<file path="src/include/rrr_pkg.sv">
// package: register map, field layout and scaling for the regulator/strength registers
package rrr_pkg;
  // axi address width
  localparam int unsigned AXI_ADDR_W = 12;
  // register indices as printed, byte address is four times the index, with SPACE_B_BASE added for the readback register
  localparam logic [7:0] IDX_REG_CTRL = 8'h2c;
  localparam logic [7:0] IDX_REG_READBACK = 8'h2c;
  localparam logic [7:0] IDX_STRENGTH = 8'h2d;
  // second register space starts here
  localparam logic [11:0] SPACE_B_BASE = 12'h100;
  localparam logic [11:0] ADDR_REG_CTRL = {2'h0, IDX_REG_CTRL, 2'h0};
  localparam logic [11:0] ADDR_REG_READBACK = SPACE_B_BASE | {2'h0, IDX_REG_READBACK, 2'h0};
  localparam logic [11:0] ADDR_STRENGTH = {2'h0, IDX_STRENGTH, 2'h0};
  localparam logic [11:0] ADDR_IRQ_STATUS = 12'h000;
  localparam logic [11:0] ADDR_IRQ_MASK = 12'h004;
  // control register fields
  localparam int unsigned SRC_BIT = 7;
  localparam int unsigned EXT_LSB = 3;
  localparam int unsigned MEAS_LSB = 0;
  localparam logic [7:0] CTRL_RESET = 8'h00;
  // readback and strength fields
  localparam int unsigned CAL_LSB = 4;
  localparam int unsigned ILIM_BIT = 0;
  localparam int unsigned AM_LSB = 4;
  localparam int unsigned PM_LSB = 0;
  // measurement rail codes, 6 and 7 reserved
  localparam logic [2:0] MEAS_FIRST_RESERVED = 3'h6;
  // voltage scaling in millivolts
  localparam logic [12:0] V5_BASE_MV = 13'h0e10;
  localparam logic [12:0] V33_BASE_MV = 13'h0960;
  localparam logic [12:0] STEP_MV = 13'h0064;
  localparam logic [12:0] CORE_5V_MV = 13'h0d48;
  localparam logic [3:0] V33_FIRST_CODE = 4'h5;
  // interrupt event bits
  localparam int unsigned EV_CAL = 0;
  localparam int unsigned EV_ILIM = 1;
  localparam int unsigned EV_PEAK = 2;
  localparam int unsigned EV_N = 3;
  // axi responses
  localparam logic [1:0] RESP_OKAY = 2'h0;
  localparam logic [1:0] RESP_SLVERR = 2'h2;
  // strength thresholds in mVrms, code is the count exceeded
  localparam logic [10:0] STRENGTH_MV [15] = '{11'h014, 11'h01b, 11'h025, 11'h034, 11'h048,
    11'h063, 11'h088, 11'h0be, 11'h106, 11'h165, 11'h1f4, 11'h2ae, 11'h3b6, 11'h47e, 11'h514};

  // level in mVrms to four-bit log code
  function automatic logic [3:0] strength_code(input logic [10:0] mv);
    logic [3:0] c;
    c = 4'h0;
    for (int i = 0; i < 15; i++) begin
      if (mv > STRENGTH_MV[i]) begin
        c = 4'(i + 1);
      end
    end
    return c;
  endfunction
endpackage

</file>
<file path="src/hdl/rrr_regulator_registers.sv">
// module: regulator control, readback and peak strength registers on axi4-lite
//
// Behaviour
// - bit 7 picks calibrated or host code
// - 5 V mode: 3.6 V plus 0.1 V steps
// - 5 V mode: digital/analog supplies at 3.4 V
// - 3.3 V mode: digital/analog follow rf supply
// - bits 2..0 pick measured rail, 11x reserved
// - readback bits 7..4 show calibrated code
// - readback bit 0 shows rf current limit
// - am peak code held in bits 7..4
// - pm peak code held in bits 3..0
// - codes follow logarithmic level thresholds
//
// Decided for this implementation: the AXI4-Lite register port.
`timescale 1ns/1ps
module rrr_regulator_registers (
  input wire logic aclk,
  input wire logic aresetn,
  input wire logic [11:0] awaddr,
  input wire logic [2:0] awprot,
  input wire logic awvalid,
  output logic awready,
  input wire logic [31:0] wdata,
  input wire logic [3:0] wstrb,
  input wire logic wvalid,
  output logic wready,
  output logic [1:0] bresp,
  output logic bvalid,
  input wire logic bready,
  input wire logic [11:0] araddr,
  input wire logic [2:0] arprot,
  input wire logic arvalid,
  output logic arready,
  output logic [31:0] rdata,
  output logic [1:0] rresp,
  output logic rvalid,
  input wire logic rready,
  input wire logic supply_mode_5v,
  input wire logic rf_current_limited,
  input wire logic calibrate_done,
  input wire logic [3:0] calibrated_code,
  input wire logic reception_start,
  input wire logic peak_strength_clear_cmd,
  input wire logic level_valid,
  input wire logic [10:0] am_level_mv,
  input wire logic [10:0] pm_level_mv,
  input wire logic supply_measure_cmd,
  output logic [3:0] regulator_code,
  output logic [12:0] rf_supply_mv,
  output logic [12:0] core_supply_mv,
  output logic regulator_code_undefined,
  output logic [2:0] measure_rail_sel,
  output logic measure_strobe,
  output logic irq
);

  ////////////////////////////////////////////////////////////////////////////
  // state

  // all registers of the block
  typedef struct packed {
    logic aw_have; // write address latched
    logic [11:0] aw_addr;
    logic w_have; // write data latched
    logic [7:0] w_data; // only the low lane is stored
    logic w_lane0; // low byte strobe
    logic awready;
    logic wready;
    logic bvalid;
    logic [1:0] bresp;
    logic arready;
    logic rvalid;
    logic [1:0] rresp;
    logic [31:0] rdata;
    logic [7:0] ctrl; // regulator_voltage_control
    logic [3:0] cal_code; // last calibration result
    logic [1:0] ilim_sync; // pin synchroniser
    logic ilim_q; // for edge detection
    logic [1:0] mode_sync; // pin synchroniser
    logic [3:0] am; // am peak code
    logic [3:0] pm; // pm peak code
    logic [rrr_pkg::EV_N-1:0] status; // sticky events
    logic [rrr_pkg::EV_N-1:0] mask;
    logic [3:0] reg_code;
    logic [12:0] rf_mv;
    logic [12:0] core_mv;
    logic code_undef;
    logic [2:0] meas_sel;
    logic meas_strobe;
    logic irq;
  } rrr_state_t;

  rrr_state_t s; // current state
  rrr_state_t next_s; // next state
  logic [3:0] eff_code; // code steering the regulators
  logic mode5; // synchronised 5 V mode
  logic [3:0] am_new; // fresh am code
  logic [3:0] pm_new; // fresh pm code
  logic peak_clr; // reception start or clear command
  logic [rrr_pkg::EV_N-1:0] ev; // events this cycle
  logic [rrr_pkg::EV_N-1:0] w1c; // bits written one to status

  ////////////////////////////////////////////////////////////////////////////
  // derived terms

  // source of the regulator code
  assign eff_code = s.ctrl[rrr_pkg::SRC_BIT] ? s.ctrl[rrr_pkg::EXT_LSB +: 4] : s.cal_code;
  assign mode5 = s.mode_sync[1];
  assign am_new = rrr_pkg::strength_code(am_level_mv);
  assign pm_new = rrr_pkg::strength_code(pm_level_mv);
  assign peak_clr = reception_start | peak_strength_clear_cmd;

  ////////////////////////////////////////////////////////////////////////////
  // next state

  // one combinational pass for all state
  always_comb begin
    next_s = s;
    ev = '0;
    w1c = '0;
    next_s.meas_strobe = 1'b0;
    // pin synchronisers
    next_s.ilim_sync = {s.ilim_sync[0], rf_current_limited};
    next_s.mode_sync = {s.mode_sync[0], supply_mode_5v};
    next_s.ilim_q = s.ilim_sync[1];
    // calibration result capture
    if (calibrate_done) begin
      next_s.cal_code = calibrated_code;
      ev[rrr_pkg::EV_CAL] = 1'b1;
    end
    // current limit onset
    ev[rrr_pkg::EV_ILIM] = s.ilim_sync[1] & ~s.ilim_q;
    // regulator voltages
    next_s.reg_code = eff_code;
    next_s.code_undef = 1'b0;
    if (mode5) begin
      next_s.rf_mv = rrr_pkg::V5_BASE_MV + rrr_pkg::STEP_MV * {9'h000, eff_code};
      next_s.core_mv = rrr_pkg::CORE_5V_MV;
    end else begin
      if (eff_code >= rrr_pkg::V33_FIRST_CODE) begin
        next_s.rf_mv = rrr_pkg::V33_BASE_MV
          + rrr_pkg::STEP_MV * {9'h000, eff_code - rrr_pkg::V33_FIRST_CODE};
      end else begin
        // no defined voltage, hold the lowest and flag it
        next_s.rf_mv = rrr_pkg::V33_BASE_MV;
        next_s.code_undef = 1'b1;
      end
      next_s.core_mv = next_s.rf_mv;
    end
    // supply measurement command
    if (supply_measure_cmd && s.ctrl[rrr_pkg::MEAS_LSB +: 3] < rrr_pkg::MEAS_FIRST_RESERVED) begin
      next_s.meas_sel = s.ctrl[rrr_pkg::MEAS_LSB +: 3];
      next_s.meas_strobe = 1'b1;
    end
    // peak strength tracking, clear wins over a sample
    if (peak_clr) begin
      next_s.am = 4'h0;
      next_s.pm = 4'h0;
    end else if (level_valid) begin
      if (am_new > s.am) begin
        next_s.am = am_new;
        ev[rrr_pkg::EV_PEAK] = 1'b1;
      end
      if (pm_new > s.pm) begin
        next_s.pm = pm_new;
        ev[rrr_pkg::EV_PEAK] = 1'b1;
      end
    end
    // write channels, taken in either order
    if (s.awready && awvalid) begin
      next_s.aw_have = 1'b1;
      next_s.aw_addr = awaddr;
    end
    if (s.wready && wvalid) begin
      next_s.w_have = 1'b1;
      next_s.w_data = wdata[7:0];
      next_s.w_lane0 = wstrb[0];
    end
    // perform the write once both halves are here
    if (s.aw_have && s.w_have && !s.bvalid) begin
      next_s.aw_have = 1'b0;
      next_s.w_have = 1'b0;
      next_s.bvalid = 1'b1;
      next_s.bresp = rrr_pkg::RESP_OKAY;
      unique case (s.aw_addr)
        rrr_pkg::ADDR_REG_CTRL: begin
          if (s.w_lane0) begin
            next_s.ctrl = s.w_data;
          end
        end
        rrr_pkg::ADDR_IRQ_STATUS: begin
          if (s.w_lane0) begin
            w1c = s.w_data[rrr_pkg::EV_N-1:0];
          end
        end
        rrr_pkg::ADDR_IRQ_MASK: begin
          if (s.w_lane0) begin
            next_s.mask = s.w_data[rrr_pkg::EV_N-1:0];
          end
        end
        // read-only registers ignore writes
        rrr_pkg::ADDR_REG_READBACK, rrr_pkg::ADDR_STRENGTH: begin
          next_s.bresp = rrr_pkg::RESP_OKAY;
        end
        default: begin
          next_s.bresp = rrr_pkg::RESP_SLVERR;
        end
      endcase
    end
    // response handshake
    if (s.bvalid && bready) begin
      next_s.bvalid = 1'b0;
    end
    next_s.awready = !next_s.aw_have && !next_s.bvalid;
    next_s.wready = !next_s.w_have && !next_s.bvalid;
    // read channel
    if (s.arready && arvalid) begin
      next_s.rvalid = 1'b1;
      next_s.rresp = rrr_pkg::RESP_OKAY;
      next_s.rdata = 32'h0000_0000;
      unique case (araddr)
        rrr_pkg::ADDR_REG_CTRL: begin
          next_s.rdata[7:0] = s.ctrl;
        end
        rrr_pkg::ADDR_REG_READBACK: begin
          next_s.rdata[rrr_pkg::CAL_LSB +: 4] = s.cal_code;
          next_s.rdata[rrr_pkg::ILIM_BIT] = s.ilim_sync[1];
        end
        rrr_pkg::ADDR_STRENGTH: begin
          next_s.rdata[rrr_pkg::AM_LSB +: 4] = s.am;
          next_s.rdata[rrr_pkg::PM_LSB +: 4] = s.pm;
        end
        rrr_pkg::ADDR_IRQ_STATUS: begin
          next_s.rdata[rrr_pkg::EV_N-1:0] = s.status;
        end
        rrr_pkg::ADDR_IRQ_MASK: begin
          next_s.rdata[rrr_pkg::EV_N-1:0] = s.mask;
        end
        default: begin
          next_s.rresp = rrr_pkg::RESP_SLVERR;
        end
      endcase
    end else if (s.rvalid && rready) begin
      next_s.rvalid = 1'b0;
    end
    next_s.arready = !next_s.rvalid;
    // sticky status, a new event wins over its clear
    next_s.status = (s.status & ~w1c) | ev;
    next_s.irq = |(next_s.status & next_s.mask);
  end

  ////////////////////////////////////////////////////////////////////////////
  // registers

  // synchronous active-low reset
  always_ff @(posedge aclk) begin
    if (!aresetn) begin
      s <= '0;
      s.ctrl <= rrr_pkg::CTRL_RESET;
    end else begin
      s <= next_s;
    end
  end

  ////////////////////////////////////////////////////////////////////////////
  // outputs

  assign awready = s.awready;
  assign wready = s.wready;
  assign bresp = s.bresp;
  assign bvalid = s.bvalid;
  assign arready = s.arready;
  assign rdata = s.rdata;
  assign rresp = s.rresp;
  assign rvalid = s.rvalid;
  assign regulator_code = s.reg_code;
  assign rf_supply_mv = s.rf_mv;
  assign core_supply_mv = s.core_mv;
  assign regulator_code_undefined = s.code_undef;
  assign measure_rail_sel = s.meas_sel;
  assign measure_strobe = s.meas_strobe;
  assign irq = s.irq;
endmodule

</file>
<file path="config.mk">
export PLATFORM = sky130hd
export DESIGN_NAME = rrr_regulator_registers
export DESIGN_NICKNAME = d
export VERILOG_FILES = /design/src/include/rrr_pkg.sv /design/src/hdl/rrr_regulator_registers.sv
export SDC_FILE = /design/constraint.sdc
export NUM_CORES = 1
export LEC_CHECK = 0
export BUFFER_PORTS_ARGS = -buffer_cell sky130_fd_sc_hd__buf_2
export CORE_MARGIN = 10
export CORE_UTILIZATION = 40
export DETAILED_ROUTE_END_ITERATION = 10
export PLACE_DENSITY = 0.65
export SYNTH_ARGS = -nofsm -noshare
export SYNTH_HDL_FRONTEND = slang
export SYNTH_SLANG_ARGS = --single-unit
</file>
<file path="constraint.sdc">
create_clock -name aclk -period 7.52 [get_ports aclk]
set_clock_uncertainty 0.2 [all_clocks]
set_input_delay 0.376 -clock aclk [delete_from_list [all_inputs] [get_ports aclk]]
set_output_delay 0.376 -clock aclk [all_outputs]
set_load 0.02 [all_outputs]
</file>
After elaboration in Yosys (flattened, before gate mapping)
Index checks and enable logic that the tools add are counted.
{ "totals": {"inputBits": 106, "output_inout_bits": 77, "ff_bits": 107} }
{ "op_classes": {"n_mux": 60, "n_eq_ne": 8, "bitwise": 8, "reduce_logical": 25, "n_addsub": 3, "mul": 2, "magnitude_cmp": 34} }
{ "ops": {"columns": ["op", "count"], "rows": [
  ["$mux 4", 29],
  ["$gt 11x9->1 const B", 6],
  ["$eq 12x8->1 const B", 4],
  ["$gt 11x10->1 const B", 4],
  ["$gt 11x11->1 const B", 4],
  ["$gt 11x5->1 const B", 4],
  ["$gt 11x6->1 const B", 4],
  ["$gt 11x7->1 const B", 4],
  ["$gt 11x8->1 const B", 4],
  ["$add 12x11->13 const A", 2],
  ["$mux 13", 2],
  ["$mux 26", 1],
  ["$eq 12x3->1 const B", 2],
  ["$eq 12x9->1 const B", 2],
  ["$logic_not 12->1", 2],
  ["$mux 3", 7],
  ["$mul 5x4->9 const A", 2],
  ["$mux 1", 14],
  ["$pmux 4 s3", 1],
  ["$logic_and 1x1->1", 10],
  ["$mux 10", 1],
  ["$reduce_or 5->1", 2],
  ["$gt 4x4->1", 2],
  ["$pmux 2 s4", 1],
  ["17 further kinds", 26]
]} }

Longest topological paths before layout
{ "logic_depth": {"ltp_word": 24, "depth_mapped": 16, "depth_no_buf": 15} }

Worst setup path after synthesis
Ideal clock, no wire load.
{ "synth_path": {"path_kind": "register to register", "from": "register s[66] (netlist name)", "to": "register s (netlist bit rf_supply_mv[11])", "arrival_ns": 3.264, "path_slack_ns": 3.980, "stages_incl_launch_ff": 15, "required_time_ns": 7.244, "synth_period_minus_slack_ns": 3.540, "path_cell_list": "dfxtp_1 -> clkbuf_1 -> mux2i_1 -> inv_1 -> ha_1 -> a21oi_1 -> xnor2_1 -> ha_1 -> ha_1 -> inv_1 -> fa_1 -> xor2_1 -> o21ai_0 -> a41oi_1 -> a21boi_0"} }
{ "synth_via": {"elab_chain_len": 6} }
{ "synth_rtl": {"columns": ["item", "line_no", "source"], "rows": [
  ["start, declared", "rrr_regulator_registers.sv:94", "rrr_state_t s;"],
  ["start signal, assigned", "rrr_regulator_registers.sv:262", "s <= next_s;"],
  ["$mux 4 *", "rrr_regulator_registers.sv:108", "assign eff_code = s.ctrl[rrr_pkg::SRC_BIT] ? s.ctrl[rrr_pkg::EXT_LSB +: 4] : s.cal_code;"],
  ["via eff_code[2]", "rrr_regulator_registers.sv:96", "logic [3:0] eff_code;"],
  ["$sub 4x3->4", "rrr_regulator_registers.sv:143", "+ rrr_pkg::STEP_MV * {9'h000, eff_code - rrr_pkg::V33_FIRST_CODE};"],
  ["$mul 5x4->9", "rrr_regulator_registers.sv:143", null],
  ["$add 12x11->13", "rrr_regulator_registers.sv:143", null],
  ["$mux 13", "rrr_regulator_registers.sv:141", "if (eff_code >= rrr_pkg::V33_FIRST_CODE) begin"],
  ["$mux 26 *", "rrr_regulator_registers.sv:137", "if (mode5) begin"]
]} }
Mark *: on every way through the listed nets, which the timed path passes. The rest lies on a longest branch.
A chain may end at the register's enable or synchronous reset.

Worst setup path after layout
Same ends and word-level chain as after synthesis.

==> results.sh <==
export IMPL_clk_latency_ns=0.34
export IMPL_grtUsageMet3_pct=3.93
export IMPL_max_freq_ghz=0.241
export IMPL_drt_iter0_drc=272
export IMPL_leakage_uw=0.00285
export IMPL_place_hpwl_um=11100
export IMPL_portBuffers=119
export IMPL_syn2layout_area_growth_pct=9.62
export IMPL_drive_above_1_share_pct=19.1
export IMPL_n_antenna_cell=0
export IMPL_fin_crit_ns=4.14
export IMPL_die_area_um2=19900
export IMPL_grt_use_total_pct=13.9
export IMPL_final_nets=910
export IMPL_cts_tree="built"
export IMPL_seqCellArea_um2=2020
export IMPL_clk_pin_slew_ns=0.07
export IMPL_n_fill_cell=1505
export IMPL_yosys_warnings=0
export IMPL_cts_buffer_depth=2
export IMPL_ctsHoldBuffers=0
export IMPL_die_x_um=141
export IMPL_crit_path_start_kind="flip-flop"
export IMPL_grt_max_degree=57
export IMPL_start_util_pct=40.6
export IMPL_die_height_um=141
export IMPL_overflow=0
export IMPL_vdd_ir_drop_max_mv=0.162
export IMPL_clock_sinks=101
export IMPL_antenna_found_initial=0
export IMPL_total_power_uw=1290
export IMPL_grt_pass1_wl_um=23100
export IMPL_tightest_slew_ns=0.715
export IMPL_cts_root_buffer="clkbuf_16"
export IMPL_rsz0062_at_grt="false"
export IMPL_synth_seq_cells=101
export IMPL_ys_top_cells_by_count="dfxtp_1, nand2_1, buf_4"
export IMPL_layoutNonFillerInstCount=959
export IMPL_routed_via_density=5.08
export IMPL_synth_top_cell_area_share_pct=34.5
export IMPL_num_rows=44
export IMPL_grt_use_met1_pct=16.8
export IMPL_ioPinCount=183
export IMPL_fin_tns_setup_ns=0
export IMPL_drcViolationCount=0
export IMPL_slew_violations=0
export IMPL_hold_class="primary input to flip-flop"
export IMPL_worst_setup_path_end_kind="flip-flop"
export IMPL_cts_resized=0
export IMPL_period_share_pct=55.1
export IMPL_synth_most_common_cell="dfxtp_1"
export IMPL_grtUsageMet2_pct=24.0
export IMPL_synth_area_top_cells="dfxtp_1, buf_4, ha_1"
export IMPL_routed_wl_um=14200
export IMPL_top_usage_layer="met2"
export IMPL_grt_pass1_vias=4735
export IMPL_htree_levels=3
export IMPL_crit_required_ns=7.58
export IMPL_post_cts_setup_buffers=0
export IMPL_coreArea_um2=14400
export IMPL_crit_type="flip-flop to flip-flop"
export IMPL_critPathMaxFanout=7
export IMPL_cts_buffers=9
export IMPL_drv_cap=0
export IMPL_synthArstFlopShare_pct=0
export IMPL_gp_congestion=0.838
export IMPL_power_density_nw_per_um2=201
export IMPL_yosysTopAreaCell="dfxtp_1"
export IMPL_critPathArrivalTime_ns=4.20
export IMPL_synth_cells=715
export IMPL_synth_area_um2=5860
export IMPL_finalSetupViolations=0
export IMPL_finalHoldViolCount=0
export IMPL_vias=4867
export IMPL_seq_area_frac_synth_pct=34.5
export IMPL_multi_input_area_um2=3160
export IMPL_synth_flop_cell="dfxtp_1"
export IMPL_wl_per_cell_um=14.8
export IMPL_synth_edf_count=0
export IMPL_synth_distinct_cells=67
export IMPL_dp_cells=943
export IMPL_syn_avg_cell_area_um2=8.19
export IMPL_max_slew_margin_rel_pct=52.2
export IMPL_drt_pass1_iterations=4
export IMPL_antenna_left=0
export IMPL_status="completed"
layout by cell type, fill, tap and decap left out, types with 4 or more instances in the layout:
| master | count |
|---|---|
| a211oi_1 | 11 |
| a21boi_0 | 6 |
| a21o_1 | 5 |
| a21oi_1 | 53 |
| a221oi_1 | 4 |
| a31oi_1 | 7 |
| and2_1 | 11 |
| buf_2 | 119 |
| clkbuf_16 | 9 |
| conb_1 | 30 |
| dfxtp_1 | 101 |
| ha_1 | 32 |
| inv_1 | 31 |
| mux2i_1 | 22 |
| nand2_1 | 78 |
| nand2b_1 | 7 |
| nand3_1 | 18 |
| nand3b_1 | 5 |
| nand4_1 | 8 |
| nor2_1 | 60 |
| nor2b_1 | 7 |
| nor3_1 | 18 |
| nor4_1 | 9 |
| o211ai_1 | 4 |
| o21a_1 | 7 |
| o21ai_0 | 20 |
| o21bai_1 | 6 |
| o22ai_1 | 4 |
| or3_1 | 6 |
| or4_1 | 4 |
| xnor2_1 | 13 |
| xor2_1 | 4 |
path summary, 6_finish.rpt:
kind	depth (start not counted)	to	startpoint	slack, ns
setup / recovery	13	rf_supply_mv[11]	s[66]	3.38
hold / removal	2	next_s[54]	rf_current_limited	0.04
setup reg to reg	13	rf_supply_mv[11]	s[66]	3.38
hold reg to reg	1	next_s[52]	next_s[54]	0.24
kinds of logic after synthesis:
kind of cell / count (synthesis) / share of synthesized area [%]
multiplexers: 23 / 3.95
AO/OA/AOI/OAI: 159 / 18.2
AND/OR/NAND/NOR: 243 / 19.8
flip-flops: 101 / 34.5
other: 1 / 0.0640
buffers and inverters: 137 / 13.4
XOR/XNOR: 17 / 2.54
adder cells (fa/ha/maj): 34 / 7.52
stage by stage:
stage	hold slack, ns	area, µm²	setup WS, ns	utilization, %
after floorplan	0.212	5960	3.98	-
after global placement	0.216	6130	3.33	42.5
after detailed placement	0.223	6130	3.33	42.5
after CTS	0.0256	6420	3.31	44.5
after global routing	0.0347	6420	2.98	44.5
final	0.0378	6420	3.38	44.5
registers in the layout, indices dropped and copies added, names as in the netlist, 3 cells and up:
name / flops
measure_rail_sel: 3
regulator_code: 4
rdata: 8
next_s: 3
rf_supply_mv: 11
s: 50
core_supply_mv: 11
report_power, final:
| part | leakage, µW | internal, µW | switching (µW) |
|---|---|---|---|
| Combinational | 0.00189 | 105 | 171 |
| Clock | 0.000139 | 236 | 205 |
| Sequential | 0.000827 | 563 | 13.2 |
routing by layer:
metal | up-vias | wire length, µm
li1 | 2512 | -
met1 | 2234 | 6400
met2 | 110 | 6930
met3 | 11 | 726
met4 | 0 | 146
met5 | - | 0
cell type report:
type / instances / share of cell area (%)
Inverter: 32 / 1.87
Multi-Input combinational cell: 506 / 49.2
Clock inverter: 6 / 0.741
Sequential cell: 101 / 31.5
Timing Repair Buffer: 120 / 9.40
Tap cell: 184 / 3.59
Clock buffer: 10 / 3.72
worst max-delay path, cell delays in order, from the launching register on:
cell      delay (ns)
dfxtp_1         0.47
mux2i_1         0.61
inv_1           0.33
ha_1            0.31
a21oi_1         0.15
xnor2_1         0.21
ha_1            0.22
ha_1            0.16
inv_1           0.05
fa_1            0.41
xor2_1          0.27
o21ai_0         0.19
a41oi_1         0.27
a21boi_0        0.20
No activity file was read; power rests on OpenSTA's default activity.
